File: src/rtl/dsrd_pkg.sv
// package: register map, field positions, reset values and formats of the speed decoder
package dsrd_pkg;

   // register byte offsets (word aligned)
   localparam logic [7:0] DSRD_ADDR_CONST_ONE = 8'h00;
   localparam logic [7:0] DSRD_ADDR_CONST_TWO = 8'h04;
   localparam logic [7:0] DSRD_ADDR_RATED   = 8'h08;
   localparam logic [7:0] DSRD_ADDR_STATUS  = 8'h0C;
   localparam logic [2:0] DSRD_PRESET_PAGE  = 3'h1;    // presets at 0x20..0x3C

   // field positions
   localparam int         DSRD_LINES_OFF_BIT  = 7;     // set: lines are not the reference
   localparam int         DSRD_FMT_SEL_HI     = 7;
   localparam int         DSRD_FMT_SEL_LO     = 6;
   localparam int         DSRD_STAT_MODE_LSB  = 16;
   localparam int         DSRD_STAT_ANALOG    = 20;
   localparam int         DSRD_STAT_OPER      = 21;
   localparam int         DSRD_STAT_DIGITAL   = 22;

   // reset values
   localparam logic [7:0]  DSRD_CONST_ONE_RESET = 8'h00;
   localparam logic [7:0]  DSRD_CONST_TWO_RESET = 8'h40;  // format bits 01: binary
   localparam logic [15:0] DSRD_RATED_RESET  = 16'h1770;
   localparam logic [13:0] DSRD_PRESET_RESET = 14'h0000;

   // full-scale values of each format
   localparam logic [13:0] DSRD_FS_BINARY = 14'h0FFF;
   localparam logic [13:0] DSRD_FS_BCD3   = 14'h03E7;
   localparam logic [13:0] DSRD_FS_BCD2   = 14'h0063;
   localparam logic [13:0] DSRD_FS_PRESET = 14'h2710;  // 100.00 in hundredths

   localparam int          DSRD_NUM_PRESETS = 8;

   // bus responses
   localparam logic [1:0]  DSRD_RESP_OKAY   = 2'h0;
   localparam logic [1:0]  DSRD_RESP_SLVERR = 2'h2;

   // format select, in the order of the two selection bits
   typedef enum logic [1:0] {
      DSRD_FMT_BCD2,
      DSRD_FMT_BINARY,
      DSRD_FMT_BCD3,
      DSRD_FMT_PRESET
   } dsrd_fmt_t;

endpackage : dsrd_pkg

File: src/rtl/dsrd_prio.sv
// lowest-index-wins priority encoder for the preset select lines
`timescale 1ns/10ps
module dsrd_prio #(
   parameter int N = 8,
   parameter int W = 3
) (
   // select lines, bit 0 has top priority
   input  wire logic [N-1:0] lines,
   // encoded result
   output logic      [W-1:0] idx,
   output logic              any
);

   // scan downward so the lowest active line is written last
   always_comb begin
      idx = '0;
      any = 1'b0;
      for (int i = N - 1; i >= 0; i--) begin
         if (lines[i]) begin
            idx = W'(i);
            any = 1'b1;
         end
      end
   end

endmodule : dsrd_prio

File: src/rtl/dsrd_top.sv
// digital speed reference decoder with its AXI4-Lite register slave
//
// Contract
// - lines are the reference only if bit 7 clear
// - select on: format by bits 7:6; off: analog
// - format resets to 12-bit binary
// - select input changes ignored while operating
// - direction only from forward and reverse inputs
// - eight presets, percent of rated, lines 1-8
// - several preset lines: lowest number wins
// - no preset line active gives zero speed
// - preset writes refused while operating
// - binary line n weighs two to n-1
// - all twelve lines map to rated speed
// - three BCD digits, 999 maps to rated
// - two BCD digits on lines 5-12, 99 rated
// - select off analog, on digital reference
//
// The AXI4-Lite register port and the register offsets were chosen for this implementation.
`timescale 1ns/10ps
module dsrd_top
   import dsrd_pkg::*;
(
   // clock and reset
   input  wire logic        clk,
   input  wire logic        resetn,
   // parallel reference and sequence inputs
   input  wire logic [11:0] parallel_speed_lines,
   input  wire logic        analog_digital_select,
   input  wire logic        run_forward,
   input  wire logic        run_reverse,
   // decoded command
   output logic      [15:0] speed_command_q,
   output logic             digital_active_q,
   output logic             use_analog_q,
   output logic             direction_forward_q,
   output logic             direction_reverse_q,
   // axi4-lite write address
   input  wire logic [7:0]  s_axi_awaddr,
   input  wire logic        s_axi_awvalid,
   output logic             s_axi_awready_q,
   // axi4-lite write data
   input  wire logic [31:0] s_axi_wdata,
   input  wire logic [3:0]  s_axi_wstrb,
   input  wire logic        s_axi_wvalid,
   output logic             s_axi_wready_q,
   // axi4-lite write response
   output logic      [1:0]  s_axi_bresp_q,
   output logic             s_axi_bvalid_q,
   input  wire logic        s_axi_bready,
   // axi4-lite read address
   input  wire logic [7:0]  s_axi_araddr,
   input  wire logic        s_axi_arvalid,
   output logic             s_axi_arready_q,
   // axi4-lite read data
   output logic      [31:0] s_axi_rdata_q,
   output logic      [1:0]  s_axi_rresp_q,
   output logic             s_axi_rvalid_q,
   input  wire logic        s_axi_rready
);

   // configuration state
   logic [7:0]  const_one_q, const_one_d;
   logic [7:0]  const_two_q, const_two_d;
   logic [15:0] rated_q, rated_d;
   logic [13:0] preset_q [DSRD_NUM_PRESETS];
   logic [13:0] preset_d [DSRD_NUM_PRESETS];
   // sampled inputs
   logic [11:0] lines_q;
   logic        forward_q, reverse_q, select_q, select_d;
   // bus state
   logic [7:0]  awaddr_q, awaddr_d;
   logic [31:0] wdata_q, wdata_d;
   logic [3:0]  wstrb_q, wstrb_d;
   logic        awready_d, wready_d, bvalid_d, arready_d, rvalid_d;
   logic [1:0]  bresp_d, rresp_d;
   logic [31:0] rdata_d;
   // decode results
   logic        operating, digital_en, do_write, prio_any;
   logic [2:0]  prio_idx;
   dsrd_fmt_t   fmt;
   logic [13:0] raw_val, clamp_val, fs_val;
   logic [29:0] product;
   logic [15:0] scaled, speed_d;

   // byte-lane merge of a write into the old word
   function automatic logic [31:0] dsrd_merge(input logic [31:0] old_w,
                                              input logic [31:0] new_w,
                                              input logic [3:0]  strb);
      logic [31:0] res;
      res = old_w;
      for (int b = 0; b < 4; b++) begin
         if (strb[b]) begin
            res[8*b +: 8] = new_w[8*b +: 8];
         end
      end
      return res;
   endfunction : dsrd_merge

   // drive counts as operating while either run input is on
   assign operating  = forward_q | reverse_q;
   assign digital_en = select_q & ~const_one_q[DSRD_LINES_OFF_BIT];
   assign fmt        = dsrd_fmt_t'(const_two_q[DSRD_FMT_SEL_HI:DSRD_FMT_SEL_LO]);
   assign do_write   = ~s_axi_awready_q & ~s_axi_wready_q & ~s_axi_bvalid_q;

   // preset selection on the first eight lines
   dsrd_prio #(
      .N (DSRD_NUM_PRESETS),
      .W (3)
   ) u_prio (
      .lines (lines_q[7:0]),
      .idx   (prio_idx),
      .any   (prio_any)
   );

   // word as software sees it; unmapped reads zero
   function automatic logic [31:0] dsrd_word(input logic [7:0] a);
      logic [31:0] w;
      w = 32'h0000_0000;
      if (a[7:5] == DSRD_PRESET_PAGE) begin
         w[13:0] = preset_q[a[4:2]];
      end else begin
         unique case ({a[7:2], 2'b00})
            DSRD_ADDR_CONST_ONE: w[7:0] = const_one_q;
            DSRD_ADDR_CONST_TWO: w[7:0] = const_two_q;
            DSRD_ADDR_RATED:  w[15:0] = rated_q;
            DSRD_ADDR_STATUS: begin
               w[15:0]                       = speed_command_q;
               w[DSRD_STAT_MODE_LSB +: 2]    = fmt;
               w[DSRD_STAT_ANALOG]           = use_analog_q;
               w[DSRD_STAT_OPER]             = operating;
               w[DSRD_STAT_DIGITAL]          = digital_active_q;
            end
            default:          w = 32'h0000_0000;
         endcase
      end
      return w;
   endfunction : dsrd_word

   // raw value and full scale of the active format
   always_comb begin
      raw_val = 14'h0000;
      fs_val  = DSRD_FS_BINARY;
      unique case (fmt)
         DSRD_FMT_BINARY: begin
            raw_val = {2'b00, lines_q};
            fs_val  = DSRD_FS_BINARY;
         end
         DSRD_FMT_BCD3: begin
            raw_val = 14'(lines_q[3:0]) + 14'(lines_q[7:4]) * 14'h000A
                    + 14'(lines_q[11:8]) * 14'h0064;
            fs_val  = DSRD_FS_BCD3;
         end
         DSRD_FMT_BCD2: begin
            raw_val = 14'(lines_q[7:4]) + 14'(lines_q[11:8]) * 14'h000A;
            fs_val  = DSRD_FS_BCD2;
         end
         DSRD_FMT_PRESET: begin
            raw_val = prio_any ? preset_q[prio_idx] : 14'h0000;
            fs_val  = DSRD_FS_PRESET;
         end
      endcase
   end

   // scale to rated speed; values above full scale clamp at full scale, never beyond rated
   always_comb begin
      clamp_val = (raw_val > fs_val) ? fs_val : raw_val;
      product   = 30'(rated_q) * 30'(clamp_val);
      scaled    = 16'(product / 30'(fs_val));
      speed_d   = digital_en ? scaled : 16'h0000;
      select_d  = operating ? select_q : analog_digital_select;
   end

   // input sampling and command outputs
   always_ff @(posedge clk or negedge resetn) begin
      if (!resetn) begin
         lines_q             <= 12'h000;
         forward_q           <= 1'b0;
         reverse_q           <= 1'b0;
         select_q            <= 1'b0;
         speed_command_q     <= 16'h0000;
         digital_active_q    <= 1'b0;
         use_analog_q        <= 1'b1;
         direction_forward_q <= 1'b0;
         direction_reverse_q <= 1'b0;
      end else begin
         lines_q             <= parallel_speed_lines;
         forward_q           <= run_forward;
         reverse_q           <= run_reverse;
         select_q            <= select_d;
         speed_command_q     <= speed_d;
         digital_active_q    <= digital_en;
         use_analog_q        <= ~select_q;
         direction_forward_q <= forward_q;
         direction_reverse_q <= reverse_q;
      end
   end

   // bus handshakes and register writes
   always_comb begin
      logic [31:0] merged;
      merged    = dsrd_merge(dsrd_word(awaddr_q), wdata_q, wstrb_q);
      const_one_d = const_one_q;
      const_two_d = const_two_q;
      rated_d   = rated_q;
      preset_d  = preset_q;
      awaddr_d  = awaddr_q;
      wdata_d   = wdata_q;
      wstrb_d   = wstrb_q;
      awready_d = s_axi_awready_q;
      wready_d  = s_axi_wready_q;
      bvalid_d  = s_axi_bvalid_q;
      bresp_d   = s_axi_bresp_q;
      arready_d = s_axi_arready_q;
      rvalid_d  = s_axi_rvalid_q;
      rresp_d   = s_axi_rresp_q;
      rdata_d   = s_axi_rdata_q;
      if (s_axi_awvalid && s_axi_awready_q) begin
         awaddr_d  = s_axi_awaddr;
         awready_d = 1'b0;
      end
      if (s_axi_wvalid && s_axi_wready_q) begin
         wdata_d  = s_axi_wdata;
         wstrb_d  = s_axi_wstrb;
         wready_d = 1'b0;
      end
      if (do_write) begin
         bvalid_d = 1'b1;
         bresp_d  = DSRD_RESP_OKAY;
         if (awaddr_q[7:5] == DSRD_PRESET_PAGE) begin
            // refused writes leave the stored percentage untouched
            if (operating || merged[13:0] > DSRD_FS_PRESET || merged[31:14] != '0) begin
               bresp_d = DSRD_RESP_SLVERR;
            end else begin
               preset_d[awaddr_q[4:2]] = merged[13:0];
            end
         end else begin
            unique case ({awaddr_q[7:2], 2'b00})
               DSRD_ADDR_CONST_ONE: const_one_d = merged[7:0];
               DSRD_ADDR_CONST_TWO: const_two_d = merged[7:0];
               DSRD_ADDR_RATED: rated_d = merged[15:0];
               default:         bresp_d = DSRD_RESP_SLVERR;
            endcase
         end
      end
      if (s_axi_bvalid_q && s_axi_bready) begin
         bvalid_d  = 1'b0;
         awready_d = 1'b1;
         wready_d  = 1'b1;
      end
      if (s_axi_arvalid && s_axi_arready_q) begin
         arready_d = 1'b0;
         rvalid_d  = 1'b1;
         rdata_d   = dsrd_word(s_axi_araddr);
         // judged on the word address, so a byte offset inside a mapped word is no error
         rresp_d   = ({s_axi_araddr[7:2], 2'b00} > DSRD_ADDR_STATUS
                      && s_axi_araddr[7:5] != DSRD_PRESET_PAGE)
                     ? DSRD_RESP_SLVERR : DSRD_RESP_OKAY;
      end
      if (s_axi_rvalid_q && s_axi_rready) begin
         rvalid_d  = 1'b0;
         arready_d = 1'b1;
      end
   end

   // register file and bus flops
   always_ff @(posedge clk or negedge resetn) begin
      if (!resetn) begin
         const_one_q     <= DSRD_CONST_ONE_RESET;
         const_two_q     <= DSRD_CONST_TWO_RESET;
         rated_q         <= DSRD_RATED_RESET;
         for (int i = 0; i < DSRD_NUM_PRESETS; i++) begin
            preset_q[i] <= DSRD_PRESET_RESET;
         end
         awaddr_q        <= 8'h00;
         wdata_q         <= 32'h0000_0000;
         wstrb_q         <= 4'h0;
         s_axi_awready_q <= 1'b1;
         s_axi_wready_q  <= 1'b1;
         s_axi_bvalid_q  <= 1'b0;
         s_axi_bresp_q   <= DSRD_RESP_OKAY;
         s_axi_arready_q <= 1'b1;
         s_axi_rvalid_q  <= 1'b0;
         s_axi_rresp_q   <= DSRD_RESP_OKAY;
         s_axi_rdata_q   <= 32'h0000_0000;
      end else begin
         const_one_q     <= const_one_d;
         const_two_q     <= const_two_d;
         rated_q         <= rated_d;
         preset_q        <= preset_d;
         awaddr_q        <= awaddr_d;
         wdata_q         <= wdata_d;
         wstrb_q         <= wstrb_d;
         s_axi_awready_q <= awready_d;
         s_axi_wready_q  <= wready_d;
         s_axi_bvalid_q  <= bvalid_d;
         s_axi_bresp_q   <= bresp_d;
         s_axi_arready_q <= arready_d;
         s_axi_rvalid_q  <= rvalid_d;
         s_axi_rresp_q   <= rresp_d;
         s_axi_rdata_q   <= rdata_d;
      end
   end

   // helper: no write has reached the format register yet
   logic const_two_written_q;
   always_ff @(posedge clk or negedge resetn) begin
      if (!resetn) begin
         const_two_written_q <= 1'b0;
      end else if (do_write && {awaddr_q[7:2], 2'b00} == DSRD_ADDR_CONST_TWO) begin
         const_two_written_q <= 1'b1;
      end
   end
endmodule : dsrd_top

File: config.mk
export PLATFORM = sky130hd
export DESIGN_NAME = dsrd_top
export DESIGN_NICKNAME = d
export VERILOG_FILES = /design/src/rtl/dsrd_pkg.sv /design/src/rtl/dsrd_prio.sv /design/src/rtl/dsrd_top.sv
export SDC_FILE = /design/constraint.sdc
export NUM_CORES = 2
export LEC_CHECK = 0
export BUFFER_PORTS_ARGS = -buffer_cell sky130_fd_sc_hd__buf_2
export CAP_MARGIN = 25
export CORE_UTILIZATION = 40
export CTS_CLUSTER_SIZE = 16
export DETAILED_ROUTE_END_ITERATION = 7
export PLACE_DENSITY_LB_ADDON = 0.05
export SETUP_SLACK_MARGIN = 0.1
export SYNTH_ARGS = -nofsm -noshare
export SYNTH_HDL_FRONTEND = slang
export SYNTH_SLANG_ARGS = --single-unit
export TNS_END_PERCENT = 10
File: constraint.sdc
create_clock -name clk -period 210.6 [get_ports clk]
set_clock_uncertainty 0.05 [all_clocks]
set_input_delay 42.12 -clock clk [delete_from_list [all_inputs] [get_ports clk]]
set_output_delay 42.12 -clock clk [all_outputs]
set_load 0.02 [all_outputs]
==> qor.txt <==
DRC Markers: 0
Worst EP required: 210.90 ns
Reg2Reg Setup Slack: 110.86 ns
placer congestion estimate: 0.8667
FMAX: 10.03 MHz
CTS tree: done
Post-CTS Hold Fix Bufs: 0
sequential fraction of the synthesis area: 15.42%
# IOs: 135
Yosys top cell area share: 14.64%
ANT nets after route: 0
DRT iter0 DRCs: 2475
Yosys top cell by area: dfrtp_1
total CTS buffers: 29
drt total wl: 127900 µm
status: finished, final reports clean
largest net degree at the start of global routing: 130
area delta synth->final: 7.538%
Mapped Cells: 4732
Initial Util: 40.40%
Worst-Margin Slew: 1.119 ns
top cells by area, synth: dfrtp_1 (15%), ha_1 (14%), fa_1 (8.5%), mux2_2 (6.8%), nand2_1 (4.8%)
endpoints failing hold: 0
#FFs+latches synth: 249
initial antenna violation count: 6
asr flop ratio synth: 100.0%
relative slew slack: 25.42%
critical path's slowest cell: a211oi_2
overflow left after global routing: 0
minimum clock period: 99.74 ns
Max FO, Critical Path: 28
period utilization: 47.36%
core area: 0.1003 mm²
PortBufs: 117
final net count: 5456
min-delay worst type: reg2reg
latest clock arrival within the worst-skew pair: 0.58 ns
full die area: 0.1026 mm²
Post-Syn Area per Cell: 8.562 µm²
first-pass iteration count of the detailed router: 8
Post-synth top cells: nand2_1 (515), ha_1 (447), nor2_1 (317)
final setup violation count: 0
CP startpoint kind: register
Synth cell types: 157
dominant cell by count in the synthesized netlist: nand2_1
Post-synth EDFFs: 0
Max stage delay on crit path: 0.80 ns
worst path arrival time: 100.04 ns
Mapped Area: 0.04052 mm²
crit end category: register
Fin Setup TNS: 0 ns
Longest Clk Path Bufs: 3
Clock transition at path regs: 0.06 ns
Via density: 5.810
gr usage total: 24.69%
Crit Path Class: reg2reg
clock sink count: 249
chip width: 320.3 µm
post-DP HPWL: 98400 µm
Warnings, synthesis: 0
first-pass GRT wire length: 202300 µm
final worst setup slack: 110.86 ns
unrepaired setup endpoints after global routing: false
die height: 320.3 µm
H-Tree Depth: 1
vias: 35700
routed length per instance: 20.82 µm
clock root buffer: clkbuf_16
vias in the first global route: 34520
number of max-cap violations: 0
Primary FF master, synth: dfrtp_1
most frequent CP cell: o21a_1
setup repair bufs after CTS: 0
pre-CTS setup slack: 111.71 ns
layout cells sized above 1: 15.69%
Row Count: 116
post_cts resized: 0
Final Slew Violations: 0
==> registers in the layout, indices dropped and copies added, names as in the netlist, 4 cells and up <==
signal,flops
lines_q,12
wdata_q,32
awaddr_q,6
const_two_q,8
wstrb_q,4
rated_q,16
const_one_q,8
preset_q,112
s_axi_rdata_q,21
speed_command_q,16
==> worst paths after layout <==
| path | depth (start not counted) | end | startpoint |
|---|---|---|---|
| worst max-delay path | 431 | speed_command_q[0] | lines_q[5] |
| worst min-delay path | 0 | direction_reverse_q | reverse_q |
| worst max register to register | 431 | speed_command_q[0] | lines_q[5] |
| worst min register to register | 0 | direction_reverse_q | reverse_q |
| max in group asynchronous | 2 | const_two_q[7] | resetn |
| min in group asynchronous | 1 | preset_q[61] | resetn |
==> logic make-up after synthesis <==
kind of cell               count (synthesis)  share of synthesized area [%]
AOI/OAI and AO/OA                       1138                          20.45
other                                      1                       0.009255
DFF                                      249                          15.42
buffers and inverters                    454                          4.845
adders and majority gates                619                          22.30
and+or+nand+nor                         1723                          21.17
xor gates and xnor gates                 163                          3.579
muxes                                    385                          12.23
==> stage by stage <==
step	util (%)	hold slack (ns)	instances	cell area (µm²)
detailed placement	42.37	0.3158	6088	42490
global placement	42.31	0.3098	6085	42440
global route	43.44	0.3350	6143	43570
floorplan	-	0.3043	4744	40560
CTS	43.42	0.3297	6142	43540
finish	43.45	0.3252	6144	43570
==> final cells by class <==
class	count	area [µm²]
timing repair buffer	184	1166
antenna	1	2.502
clock inverter	12	192.7
inverter	258	969.7
multi-input combinational	4041	32440
clock buffer	42	854.6
tap	1357	1698
sequential	249	6248
fill	10110	56720
==> critical path, delay by kind of cell, from the launching register on <==
family	cells	cell delay, ns
AOI/OAI and AO/OA	260	56.25
and+or+nand+nor	105	24.05
buffers and inverters	15	1.80
adders and majority gates	39	13.64
DFF	1	0.61
muxes	10	2.54
xor gates and xnor gates	2	0.34
==> layout by cell type, fill, tap and decap left out, types with 17 or more instances in the layout <==
| cell | synthesis | routed |
|---|---|---|
| ha_1 | 447 | 445 |
| o21bai_1 | 17 | 17 |
| a31oi_1 | 34 | 34 |
| fa_1 | 172 | 172 |
| o211ai_1 | 22 | 22 |
| a22oi_1 | 21 | 21 |
| clkbuf_16 | 0 | 29 |
| dfrtp_1 | 237 | 235 |
| mux4_2 | 58 | 58 |
| or3_1 | 21 | 21 |
| nor2_1 | 317 | 315 |
| o22ai_1 | 19 | 19 |
| nand2b_1 | 49 | 49 |
| o21a_1 | 189 | 189 |
| a211oi_1 | 30 | 30 |
| or2_2 | 44 | 44 |
| inv_1 | 255 | 253 |
| nand3_1 | 127 | 127 |
| nor3_1 | 235 | 235 |
| mux2i_1 | 71 | 70 |
| o21ai_0 | 159 | 157 |
| a211o_1 | 21 | 21 |
| xor2_1 | 68 | 68 |
| xnor2_1 | 92 | 92 |
| a21o_1 | 65 | 65 |
| buf_2 | 9 | 116 |
| nor2b_1 | 81 | 81 |
| mux2_2 | 244 | 244 |
| nor4_1 | 24 | 23 |
| nand4_1 | 39 | 39 |
| and2_1 | 111 | 110 |
| o31ai_1 | 116 | 116 |
| and3_1 | 43 | 43 |
| nand2_1 | 515 | 514 |
| buf_4 | 26 | 62 |
| a21oi_1 | 197 | 196 |
==> layer usage <==
layer	wire length [µm]	track usage, %	vias up
met4	1700	3.285	2
met2	58420	40.31	708
met3	5618	2.494	101
li1	-	-	17390
met5	13	0	-
met1	62180	35.82	17490
Power is left out: the tool's default activity adds up to more than one toggle a clock period on the data nets, which glitch-free logic cannot reach.
